<file path="config.mk">
export PLATFORM = sky130hd
export DESIGN_NAME = stl_supervisor
export DESIGN_NICKNAME = d
export VERILOG_FILES = /design/src/verilog/stl_pkg.sv /design/src/verilog/stl_supervisor.sv
export SDC_FILE = /design/constraint.sdc
export NUM_CORES = 1
export LEC_CHECK = 0
export ABC_AREA = 1
export BUFFER_PORTS_ARGS = -buffer_cell sky130_fd_sc_hd__buf_2
export CAP_MARGIN = 5
export CORE_UTILIZATION = 62
export DETAILED_ROUTE_END_ITERATION = 10
export PLACE_DENSITY_LB_ADDON = 0.25
export SLEW_MARGIN = 20
export SYNTH_ARGS = -nofsm -noshare
export SYNTH_HDL_FRONTEND = slang
export SYNTH_SLANG_ARGS = --single-unit
export TNS_END_PERCENT = 5
</file>
<file path="constraint.sdc">
create_clock -name sys_clk -period 7.85 [get_ports sys_clk]
set_input_delay 0.785 -clock sys_clk [delete_from_list [all_inputs] [get_ports sys_clk]]
set_output_delay 0.785 -clock sys_clk [all_outputs]
set_load 0.05 [all_outputs]
</file>
<file path="src/verilog/stl_pkg.sv">
package stl_pkg;

  // ************************************************************
  // Self-test select bit positions
  // ************************************************************
  localparam int DRV_LOGIC_SUPPLY_BIT = 7;
  localparam int DRV_HIGH_SHORT_BIT = 6;
  localparam int DRV_LOW_SHORT_BIT = 5;
  localparam int DRV_HIGH_DS_BIT = 2;
  localparam int DRV_LOW_DS_BIT = 1;
  localparam logic [7:0] DRV_VALID_MASK = 8'he6;
  localparam logic [7:0] AMP_VALID_MASK = 8'h7f;
  localparam int AMP_SUPPLY_BIT = 0;
  localparam logic [7:0] SELECT_RESET = 8'h00;

  // ************************************************************
  // Battery supply thresholds, in units of 10 mV
  // ************************************************************
  localparam int VOLT_W = 16;
  localparam logic [3:0] OV_LEVEL_RESET = 4'h0;
  localparam logic [3:0] UV_LEVEL_RESET = 4'h7;
  localparam logic [3:0] OV_LEVEL_LAST = 4'h7;
  localparam logic [15:0] OV_TABLE [0:7] = '{16'h0708, 16'h07dd, 16'h0969, 16'h0af5,
                                              16'h0c82, 16'h0d57, 16'h0e0e, 16'h0f9b};
  localparam logic [15:0] UV_TABLE [0:15] = '{16'h01e8, 16'h0206, 16'h0225, 16'h0243,
                                               16'h0262, 16'h0280, 16'h029f, 16'h02bd,
                                               16'h02dc, 16'h02fa, 16'h0319, 16'h0337,
                                               16'h0356, 16'h0374, 16'h0393, 16'h03b1};
  localparam logic [15:0] OV_SHUTDOWN_DEFAULT = 16'h1194;

  // ************************************************************
  // Filter times and error reactions
  // ************************************************************
  localparam logic [1:0] OV_FILTER_RESET = 2'h0;
  localparam logic [1:0] UV_FILTER_RESET = 2'h1;
  localparam int CLK_PERIOD_NS = 4;
  localparam int FILTER_10US_NS = 10000;
  localparam int FILTER_25US_NS = 25000;
  localparam int FILTER_50US_NS = 50000;
  localparam int FILTER_100US_NS = 100000;
  localparam int CNT_W = 16;
  localparam int SHUTDOWN_ERR_OV_BIT = 6;
  localparam int EXT_ERR_UV_BIT = 3;
  localparam int EXT_ERR_OV_BIT = 2;

  typedef enum logic [1:0] {
    STL_REACT_WARN = 2'b00,
    STL_REACT_ERR = 2'b01,
    STL_REACT_AUTO = 2'b10,
    STL_REACT_LATCH = 2'b11
  } stl_react_t;

endpackage : stl_pkg

</file>
<file path="src/verilog/stl_supervisor.sv">
`timescale 1ns/1ps
module stl_supervisor #(
  parameter int FILT0_CYC = (stl_pkg::FILTER_10US_NS + stl_pkg::CLK_PERIOD_NS - 1) / stl_pkg::CLK_PERIOD_NS,
  parameter int FILT1_CYC = (stl_pkg::FILTER_25US_NS + stl_pkg::CLK_PERIOD_NS - 1) / stl_pkg::CLK_PERIOD_NS,
  parameter int FILT2_CYC = (stl_pkg::FILTER_50US_NS + stl_pkg::CLK_PERIOD_NS - 1) / stl_pkg::CLK_PERIOD_NS,
  parameter int FILT3_CYC = (stl_pkg::FILTER_100US_NS + stl_pkg::CLK_PERIOD_NS - 1) / stl_pkg::CLK_PERIOD_NS,
  parameter logic [15:0] OV_SHUTDOWN_LEVEL = stl_pkg::OV_SHUTDOWN_DEFAULT
) (
  // Clock and reset
  input wire logic sys_clk,
  input wire logic rst_n,
  // Self-test select registers
  input wire logic selftest_mode,
  input wire logic select_driver_wr,
  input wire logic [7:0] select_driver_wdata,
  input wire logic select_amplifier_wr,
  input wire logic [7:0] select_amplifier_wdata,
  output logic [7:0] selftest_select_driver,
  output logic [7:0] selftest_select_amplifier,
  // Active test strobes
  output logic test_logic_supply_check,
  output logic test_high_short_detector,
  output logic test_low_short_detector,
  output logic measure_high_drain_source,
  output logic measure_low_drain_source,
  output logic [5:0] amp_gain_test,
  output logic amp_supply_test,
  // Stage enables
  output logic output_stage_enable,
  output logic charge_pump_enable,
  output logic [2:0] current_sense_amplifier_enable,
  // Limp-home
  input wire logic limp_mode,
  input wire logic [2:0] limp_bridge,
  input wire logic [2:0] low_side_control_input,
  input wire logic [2:0] high_side_control_input_n,
  output logic [2:0] low_side_gated,
  output logic [2:0] high_side_gated_n,
  output logic [2:0] failure_register_enable,
  output logic short_detect_enable,
  output logic bootstrap_uv_enable,
  output logic feedback_enable,
  output logic limp_reaction_active,
  // Battery supervision configuration
  input wire logic [3:0] battery_overvoltage_level,
  input wire logic [3:0] battery_undervoltage_level,
  input wire logic [1:0] battery_overvoltage_filter,
  input wire logic [1:0] battery_undervoltage_filter,
  input wire logic [1:0] battery_ov_reaction,
  input wire logic [1:0] battery_uv_reaction,
  input wire logic ov_shutdown_enable,
  // Battery measurement and errors
  input wire logic sample_valid,
  input wire logic [15:0] battery_sample,
  input wire logic error_clear,
  output logic [15:0] battery_voltage_result,
  output logic [7:0] shutdown_error_register,
  output logic [7:0] external_error_register,
  output logic battery_error_flag,
  output logic battery_warning_flag,
  output logic battery_fets_off
);

  // ************************************************************
  // Self-test selection
  // ************************************************************
  logic [7:0] drv_r, drv_nxt, amp_r, amp_nxt;
  logic [4:0] drv_act_r, drv_act_nxt;
  logic [6:0] amp_act_r, amp_act_nxt;
  logic [2:0] csa_en_r, csa_en_nxt;

  always_comb begin
    drv_nxt = drv_r;
    amp_nxt = amp_r;
    // Reserved positions are masked off so they never act and read zero.
    if (select_driver_wr) begin
      drv_nxt = select_driver_wdata & stl_pkg::DRV_VALID_MASK;
    end
    if (select_amplifier_wr) begin
      amp_nxt = select_amplifier_wdata & stl_pkg::AMP_VALID_MASK;
    end
    drv_act_nxt = 5'h00;
    amp_act_nxt = 7'h00;
    // Highest-priority bit wins so a careless multi-bit write still runs one test.
    if (selftest_mode) begin
      if (drv_r[stl_pkg::DRV_LOGIC_SUPPLY_BIT]) drv_act_nxt = 5'h10;
      else if (drv_r[stl_pkg::DRV_HIGH_SHORT_BIT]) drv_act_nxt = 5'h08;
      else if (drv_r[stl_pkg::DRV_LOW_SHORT_BIT]) drv_act_nxt = 5'h04;
      else if (drv_r[stl_pkg::DRV_HIGH_DS_BIT]) drv_act_nxt = 5'h02;
      else if (drv_r[stl_pkg::DRV_LOW_DS_BIT]) drv_act_nxt = 5'h01;
      for (int i = 6; i >= 0; i--) begin
        if (amp_r[i] && amp_act_nxt == 7'h00) begin
          amp_act_nxt = 7'(1 << i);
        end
      end
    end
    // Gain tests on bits 6..1 map pairwise to amplifiers 3,2,1.
    csa_en_nxt = ~{|amp_act_nxt[6:5], |amp_act_nxt[4:3], |amp_act_nxt[2:1]};
  end

  always_ff @(posedge sys_clk or negedge rst_n) begin
    if (!rst_n) begin
      drv_r <= stl_pkg::SELECT_RESET;
      amp_r <= stl_pkg::SELECT_RESET;
      drv_act_r <= 5'h00;
      amp_act_r <= 7'h00;
      csa_en_r <= 3'h7;
    end else begin
      drv_r <= drv_nxt;
      amp_r <= amp_nxt;
      drv_act_r <= drv_act_nxt;
      amp_act_r <= amp_act_nxt;
      csa_en_r <= csa_en_nxt;
    end
  end

  assign selftest_select_driver = drv_r;
  assign selftest_select_amplifier = amp_r;
  assign {test_logic_supply_check, test_high_short_detector, test_low_short_detector,
          measure_high_drain_source, measure_low_drain_source} = drv_act_r;
  assign amp_gain_test = amp_act_r[6:1];
  assign amp_supply_test = amp_act_r[stl_pkg::AMP_SUPPLY_BIT];
  assign current_sense_amplifier_enable = csa_en_r;

  // ************************************************************
  // Limp-home masking
  // ************************************************************
  logic [2:0] ls_r, ls_nxt, hs_n_r, hs_n_nxt, fr_en_r, fr_en_nxt;
  logic limp_r, limp_nxt;

  always_comb begin
    limp_nxt = limp_mode;
    // Only the host-chosen bridge is masked; a bridge is parked low-side off, high-side off.
    fr_en_nxt = limp_mode ? ~limp_bridge : 3'h7;
    ls_nxt = low_side_control_input & fr_en_nxt;
    hs_n_nxt = high_side_control_input_n | ~fr_en_nxt;
  end

  always_ff @(posedge sys_clk or negedge rst_n) begin
    if (!rst_n) begin
      limp_r <= 1'b0;
      fr_en_r <= 3'h7;
      ls_r <= 3'h0;
      hs_n_r <= 3'h7;
    end else begin
      limp_r <= limp_nxt;
      fr_en_r <= fr_en_nxt;
      ls_r <= ls_nxt;
      hs_n_r <= hs_n_nxt;
    end
  end

  assign low_side_gated = ls_r;
  assign high_side_gated_n = hs_n_r;
  assign failure_register_enable = fr_en_r;
  assign short_detect_enable = ~limp_r;
  assign bootstrap_uv_enable = ~limp_r;
  assign feedback_enable = ~limp_r;
  assign limp_reaction_active = limp_r;

  // ************************************************************
  // Battery supply supervision
  // ************************************************************
  logic [15:0] result_r, result_nxt;
  logic [2:0] cond;
  logic [1:0] fsel [0:2];
  logic [2:0] flt_r;
  logic uv_r, uv_nxt, ov_r, ov_nxt, sd_r, sd_nxt;
  logic err_r, err_nxt, warn_r, warn_nxt, off_r, off_nxt, lat_r, lat_nxt;

  function automatic logic [15:0] filt_cycles(input logic [1:0] code);
    case (code)
      2'h0: filt_cycles = 16'(FILT0_CYC);
      2'h1: filt_cycles = 16'(FILT1_CYC);
      2'h2: filt_cycles = 16'(FILT2_CYC);
      default: filt_cycles = 16'(FILT3_CYC);
    endcase
  endfunction : filt_cycles

  // Reserved overvoltage codes keep the highest valid level, the safe side.
  always_comb begin
    result_nxt = sample_valid ? battery_sample : result_r;
    cond[0] = result_r < stl_pkg::UV_TABLE[battery_undervoltage_level];
    cond[1] = result_r > stl_pkg::OV_TABLE[(battery_overvoltage_level > stl_pkg::OV_LEVEL_LAST) ?
              3'h7 : battery_overvoltage_level[2:0]];
    cond[2] = ov_shutdown_enable && result_r > OV_SHUTDOWN_LEVEL;
    fsel[0] = battery_undervoltage_filter;
    fsel[1] = battery_overvoltage_filter;
    fsel[2] = battery_overvoltage_filter;
  end

  genvar g;
  generate
    for (g = 0; g < 3; g++) begin : g_filt
      logic [15:0] cnt_r, cnt_nxt;
      logic hit_nxt;
      always_comb begin
        cnt_nxt = 16'h0000;
        if (cond[g]) begin
          cnt_nxt = (cnt_r >= filt_cycles(fsel[g])) ? cnt_r : cnt_r + 16'h0001;
        end
        hit_nxt = cond[g] && (cnt_nxt >= filt_cycles(fsel[g]));
      end
      always_ff @(posedge sys_clk or negedge rst_n) begin
        if (!rst_n) begin
          cnt_r <= 16'h0000;
          flt_r[g] <= 1'b0;
        end else begin
          cnt_r <= cnt_nxt;
          flt_r[g] <= hit_nxt;
        end
      end
    end
  endgenerate

  // Sticky flags: a new detection in the clear cycle wins over the clear.
  always_comb begin
    uv_nxt = flt_r[0] | (uv_r & ~error_clear);
    ov_nxt = flt_r[1] | (ov_r & ~error_clear);
    sd_nxt = flt_r[2] | (sd_r & ~error_clear);
    lat_nxt = lat_r & ~error_clear;
    warn_nxt = 1'b0;
    err_nxt = 1'b0;
    off_nxt = 1'b0;
    case (stl_pkg::stl_react_t'(battery_uv_reaction))
      stl_pkg::STL_REACT_WARN: warn_nxt = uv_nxt;
      stl_pkg::STL_REACT_ERR: err_nxt = uv_nxt;
      stl_pkg::STL_REACT_AUTO: off_nxt = flt_r[0];
      stl_pkg::STL_REACT_LATCH: lat_nxt = lat_nxt | flt_r[0];
      default: warn_nxt = uv_nxt;
    endcase
    case (stl_pkg::stl_react_t'(battery_ov_reaction))
      stl_pkg::STL_REACT_WARN: warn_nxt = warn_nxt | ov_nxt;
      stl_pkg::STL_REACT_ERR: err_nxt = err_nxt | ov_nxt;
      stl_pkg::STL_REACT_AUTO: off_nxt = off_nxt | flt_r[1];
      stl_pkg::STL_REACT_LATCH: lat_nxt = lat_nxt | flt_r[1];
      default: warn_nxt = warn_nxt | ov_nxt;
    endcase
    // Shutdown is always a latched error.
    lat_nxt = lat_nxt | flt_r[2];
    off_nxt = off_nxt | lat_nxt;
    err_nxt = err_nxt | off_nxt | sd_nxt;
  end

  always_ff @(posedge sys_clk or negedge rst_n) begin
    if (!rst_n) begin
      result_r <= 16'h0000;
      uv_r <= 1'b0;
      ov_r <= 1'b0;
      sd_r <= 1'b0;
      lat_r <= 1'b0;
      warn_r <= 1'b0;
      err_r <= 1'b0;
      off_r <= 1'b0;
    end else begin
      result_r <= result_nxt;
      uv_r <= uv_nxt;
      ov_r <= ov_nxt;
      sd_r <= sd_nxt;
      lat_r <= lat_nxt;
      warn_r <= warn_nxt;
      err_r <= err_nxt;
      off_r <= off_nxt;
    end
  end

  assign battery_voltage_result = result_r;
  assign shutdown_error_register = 8'(sd_r) << stl_pkg::SHUTDOWN_ERR_OV_BIT;
  assign external_error_register = (8'(uv_r) << stl_pkg::EXT_ERR_UV_BIT) |
                                   (8'(ov_r) << stl_pkg::EXT_ERR_OV_BIT);
  assign battery_warning_flag = warn_r;
  assign battery_error_flag = err_r;
  assign battery_fets_off = off_r;
  // Self-tests never switch stages or pumps off; only a supply fault does.
  assign output_stage_enable = ~off_r;
  assign charge_pump_enable = ~sd_r;

endmodule : stl_supervisor

</file>
Word-level counts from Yosys, hierarchy flattened
Memory sizes are Yosys's and may differ from the RTL's.
Cells that the tools add are included.
Storage, ports and cells
  register bits: 111
  memory bits (read-only): 384
  output and inout port bits: 81
  memories: 2
Memory list
  (name not given): words 16, bits a word 16, read ports 1, clocked after memory_dff 0, write ports 0, RTL line stl_supervisor.sv:183  | cond[0] = result_r < stl_pkg::UV_TABLE[battery_undervoltage_level];
  (name not given): words 8, bits a word 16, read ports 1, clocked after memory_dff 0, write ports 0, RTL line stl_supervisor.sv:184  | cond[1] = result_r > stl_pkg::OV_TABLE[(battery_overvoltage_level > stl_pkg::OV_LEVEL_LAST) ?
Cells by class
  add/subtract/negate cells: 3
  $lt $le $gt $ge: 12
  equality and inequality tests: 10
  muxes and demuxes: 45
  bitwise gates (word level): 28
  reductions and logical operators: 23
Operators by type and width (number)
  16-bit 2-to-1 mux: 13
  7-bit 2-to-1 mux: 14
  16-bit greater-or-equal comparator: 6
  15-bit one-hot mux with 3 select lines: 2
  16-bit by 1-bit adder with 16-bit output, second input constant: 3
  7-bit logical NOT: 6
  16-bit by 13-bit greater-than comparator with 1-bit output, second input constant: 1
  16-bit greater-than comparator: 1
  16-bit < comparator: 1
  5-bit 2-to-1 mux: 3
  2-bit == test, second input constant: 6
  1-bit bitwise OR: 12
  1-bit logical AND: 10
  1-bit 2-to-1 mux: 9
  3-bit 2-to-1 mux: 3
  3-bit inverter: 3
  2-bit by 1-bit == test with 1-bit output, second input constant: 4
  2-bit logical NOT: 4
  2-bit OR reduction: 3
  5-bit greater-or-equal comparator, second input constant: 1
  4-bit inverter with 5-bit output: 1
  1-bit bitwise AND: 4
  4-bit greater-or-equal comparator, second input constant: 1
  4-bit by 3-bit greater-than comparator with 1-bit output, second input constant: 1
  other kinds (6): 9

Logic depth before layout (Yosys ltp)
  depth in word-level cells: 28
  gate-level depth with buffers: 28

Least setup slack after synthesis
No wires, ideal clock.
  path type: input to register
  from: input port battery_overvoltage_level[1]
  to: register flt_r[1]
  setup time: 0.121 ns
  arrival time: 3.819 ns
  required time: 7.729 ns
  setup slack: 3.910 ns
  stages: 24
  path buffers: 1
  path through: nor2_1 -> inv_1 -> ha_1 -> o21ai_0 -> ha_1 -> nand2_1 -> nor2_1 -> nand2_1 -> nand2_1 -> nand2_1 -> a21oi_2 -> buf_4 -> inv_1 -> nor3b_1 -> ha_1 -> a21oi_1 -> o21ai_0 -> a21o_1 -> a21oi_1 -> o21ai_0 -> a21oi_1 -> nor2_1 -> nor2_1 -> nor2_1
Between the ends
  longest elaborated chain between the ends: 10
Ends and longest elaborated chain
  start, declared: RTL line stl_supervisor.sv:45  | input wire logic [3:0] battery_overvoltage_level,
  4-bit by 3-bit greater-than comparator with 1-bit output: RTL line stl_supervisor.sv:184
  3-bit 2-to-1 mux (*): RTL line stl_supervisor.sv:184
  3-bit inverter with 4-bit output (*): RTL line stl_supervisor.sv:184
  memory read 8 x 16 bit (*)
  16-bit 2-to-1 mux (*) (2 in series): RTL line stl_supervisor.sv:184
  16-bit greater-than comparator (*): RTL line stl_supervisor.sv:184
  16-bit 2-to-1 mux (*): RTL line stl_supervisor.sv:199  | if (cond[g]) begin
  net g_filt[1].cnt_nxt[3]: RTL line stl_supervisor.sv:195  | logic [15:0] cnt_r, cnt_nxt;
  16-bit greater-or-equal comparator (*): RTL line stl_supervisor.sv:202  | hit_nxt = cond[g] && (cnt_nxt >= filt_cycles(fsel[g]));
  1-bit logical AND (*): RTL line stl_supervisor.sv:202
  net g_filt[1].hit_nxt: RTL line stl_supervisor.sv:196  | logic hit_nxt;
  end signal, assigned by index: RTL line stl_supervisor.sv:210  | flt_r[g] <= hit_nxt;
  end, declared: RTL line stl_supervisor.sv:167  | logic [2:0] flt_r;
The timed path passes the listed nets; every way through them passes the cells marked *. The select of a mux whose other input is x is not followed.
A chain may end at the register's enable or synchronous reset.

Final worst setup path
  from: input port battery_overvoltage_level[3]
  to: register flt_r[1]
Between the ends
  longest elaborated chain between the ends: 10
Ends and longest elaborated chain (RTL line)
  4-bit by 3-bit greater-than comparator with 1-bit output: stl_supervisor.sv:184
  3-bit 2-to-1 mux: stl_supervisor.sv:184
  3-bit inverter with 4-bit output: stl_supervisor.sv:184
  memory read 8 x 16 bit
  16-bit 2-to-1 mux (2 in series): stl_supervisor.sv:184
  16-bit greater-than comparator: stl_supervisor.sv:184
  16-bit 2-to-1 mux: stl_supervisor.sv:199
  net g_filt[1].cnt_nxt[3]: stl_supervisor.sv:195
  16-bit greater-or-equal comparator: stl_supervisor.sv:202
  1-bit logical AND: stl_supervisor.sv:202
  net g_filt[1].hit_nxt: stl_supervisor.sv:196
The timed path passes the listed nets, and every way through them passes these cells. The select of a mux whose other input is x is not followed.

==> impl_metrics.env <==
export IMPL_status="finished, final reports clean"
export IMPL_ys_types=52
export IMPL_hp_class="in2async"
export IMPL_power_leakage_nw=4.94
export IMPL_via_per_inst=5.35
export IMPL_root_buffer="clkbuf_16"
export IMPL_drv_slew=0
export IMPL_dp_cells=1320
export IMPL_worst_path_most_repeated_cell="nor2_1"
export IMPL_r2r_slack_ps=3920
export IMPL_row_count=41
export IMPL_synth_top_area_share_pct=31.1
export IMPL_critPathCaptureType="flip-flop"
export IMPL_reg2reg_from="battery_voltage_result[7]"
export IMPL_wl_per_cell_um=13.5
export IMPL_synth_simple_gate_area_share_pct=26.2
export IMPL_final_setup_skew_ps=12.5
export IMPL_cp_slowest_stage_delay_ps=530
export IMPL_ys_seq_elements=111
export IMPL_met3_usage_pct=4.74
export IMPL_clockBufferDepth=2
export IMPL_grt_max_degree=64
export IMPL_cts_resized=0
export IMPL_max_freq_mhz=213
export IMPL_syn2layout_area_growth_pct=12.0
export IMPL_max_slew_margin_rel_pct=42.8
export IMPL_synth_commonest_cells="nand2_1, inv_1, ha_1, dfrtp_1, nor2_1"
export IMPL_cp_data_arrival_time_ps=4950
export IMPL_cp_start_kind="input pin"
export IMPL_drt_total_wl_um=18100
export IMPL_tns_ps=0
export IMPL_hold_viol=0
export IMPL_setup_violations=0
export IMPL_synth_top_area_cell="dfrtp_1"
export IMPL_synthesis_area_um2=8220
export IMPL_synthArstFlopShare_pct=100
export IMPL_maxCapViolCount=0
export IMPL_grt_usage_pct=27.7
export IMPL_hold_buffers=0
export IMPL_grt_pass1_wl_um=29800
export IMPL_drt_pass1_iterations=5
export IMPL_finalPower_w=0.00175
export IMPL_vias=7145
export IMPL_peakVddDrop_mv=0.149
export IMPL_muxShareOfSynthArea_pct=1.37
export IMPL_synth_warnings=0
export IMPL_avgSynthCellArea_um2=7.93
export IMPL_clock_sinks=111
export IMPL_yosysSeqAreaShare_pct=33.9
export IMPL_synth_edf_count=0
export IMPL_cts_tree="yes"
export IMPL_crit_end="flt_r[1]"
export IMPL_clk_pin_slew_ps=80
export IMPL_instances_no_fill=1336
export IMPL_top_usage_layer="met2"
export IMPL_min_period_ps=4700
export IMPL_cp_cell_sequence="buf_2 -> nor2_1 -> inv_1 -> ha_1 -> o21ai_0 -> ha_1 -> nand2_1 -> nor2_1 -> nand2_1 -> nand2_1 -> nand2_1 -> a21oi_2 -> inv_1 -> nor3b_1 -> ha_1 -> a21oi_1 -> o21ai_0 -> a21o_1 -> a21oi_1 -> o21ai_0 -> a21oi_1 -> nor2_1 -> nor2_1 -> nor2_1"
export IMPL_yosysMostFrequentCell="nand2_1"
export IMPL_yosys_top_cells_area="dfrtp_1, ha_1, nand2_1"
export IMPL_finalCritPeriodShare_pct=59.8
export IMPL_postCtsSetupRepairBufs=0
export IMPL_io_pins=147
export IMPL_gp_congestion=0.891
export IMPL_cp_slowest_cell="a21oi_2"
export IMPL_start_util_pct=64.3
export IMPL_clk_latency_ps=370
export IMPL_grt_pass1_vias=6712
export IMPL_synth_compound_area_share_pct=10.4
export IMPL_synth_adder_area_share_pct=17.7
export IMPL_synth_xor_area_share_pct=0.853
export IMPL_use_met1_pct=34.9
export IMPL_crit_start="battery_overvoltage_level[3]"
export IMPL_initialDrtViolationCount=472
export IMPL_fp_dieArea_um2=13700
export IMPL_worstPathRequired_ps=8110
export IMPL_ff2ff_path_depth=19
export IMPL_postRouteAntennaNets=0
export IMPL_worstMarginPinSlew_ps=857
export IMPL_r2r_end="flt_r[1]"
export IMPL_die_h_um=117
export IMPL_route_detailed_drc=0
export IMPL_synthCells=1036
export IMPL_drive_above_1_share_pct=19.0
export IMPL_gr_usage_met2_pct=48.6
export IMPL_synthFlopType="dfrtp_1"
export IMPL_num_antenna_cells=0
export IMPL_fin_nets=1341
export IMPL_rsz0062_at_grt="false"
export IMPL_antenna_found_initial=0
export IMPL_port_buffers=125
export IMPL_grt_overflow_total=0
export IMPL_dpl_hpwl_um=14300
export IMPL_cts_buffers=9
export IMPL_die_w_um=117
export IMPL_synth_top_family_by_area="simple AND/OR/NAND/NOR gates"
export IMPL_cp_max_fo=12
export IMPL_power_density_nw_per_um2=191
export IMPL_crit_type="in2reg"
export IMPL_htree_levels=3
export IMPL_core_region_area_um2=12800
==> through the flow <==
stage               instance area, um^2  worst slack [ps]  hold WS (ps)  util [%]
finish                             9200              3150           445      72.0
floorplan                          8280              3910           445         -
detailed placement                 8910              2830           450      69.8
global route                       9200              2730           492      72.0
CTS                                9200              3210           456      72.0
global placement                   8910              2940           453      69.8
==> final cells by class <==
cell class	instances	area [um^2]
Inverter	152	571
Multi-Input combinational cell	759	4700
Clock buffer	10	229
Tap cell	172	215
Fill cell	1021	3570
Clock inverter	6	61.3
Sequential cell	111	2790
Timing Repair Buffer	126	636
==> critical path: cells and delay by family <==
kind,cells,cell delay (ps)
adder cells (fa/ha/maj),3,900
AND/OR/NAND/NOR,10,1350
buffers and inverters,3,500
AO/OA/AOI/OAI,8,1400
==> registers in the layout (all words and copies together) (netlist names), 3 cells and up <==
signal and count:
selftest_select_amplifier 7, current_sense_amplifier_enable 3, low_side_gated 3, drv_act_r 5
failure_register_enable 3, flt_r 3, selftest_select_driver 5, g_filt.cnt_r 48
high_side_gated_n 3, battery_voltage_result 16, amp_act_r 7
==> cell families after synthesis <==
family | after synthesis
AO/OA/AOI/OAI | 146
XOR/XNOR | 8
adder cells (fa/ha/maj) | 116
buffers and inverters | 182
flip-flops | 111
multiplexers | 10
other | 1
AND/OR/NAND/NOR | 462
==> power by group <==
part / leakage, nW / total, W / internal [W] / switching (W)
registers: 1.42 / 0.000690 / 0.000631 / 0.0000592
logic: 3.38 / 0.000608 / 0.000182 / 0.000426
clock network: 0.139 / 0.000454 / 0.000224 / 0.000230
total: 4.94 / 0.00175 / 0.00104 / 0.000715
==> how the worst min path moves through the flow <==
stage,endpoint,slack [ps]
6_report,g_filt[1].cnt_r[2],440
5_1_grt,drv_act_r[0],490
4_1_cts,battery_voltage_result[7],460
3_5_place_dp,drv_act_r[0],450
3_3_place_gp,drv_act_r[2],450
2_1_floorplan,sd_r,450
==> metal layers <==
metal,wire length (um),vias to the layer above
met5,0,-
met4,225,0
met3,766,20
met2,9020,172
met1,8090,3339
li1,-,3614
==> cell usage in the layout (no fill, tap or decap), types with 12 or more instances in the layout <==
| cell type | count |
|---|---|
| a21oi_1 | 53 |
| buf_2 | 124 |
| conb_1 | 17 |
| dfrtp_1 | 102 |
| ha_1 | 116 |
| inv_1 | 138 |
| inv_2 | 13 |
| nand2_1 | 215 |
| nand2_2 | 12 |
| nand3_1 | 47 |
| nand4_1 | 17 |
| nor2_1 | 94 |
| nor3_1 | 27 |
| o21ai_0 | 53 |
Power figures use the tool's default switching activity.
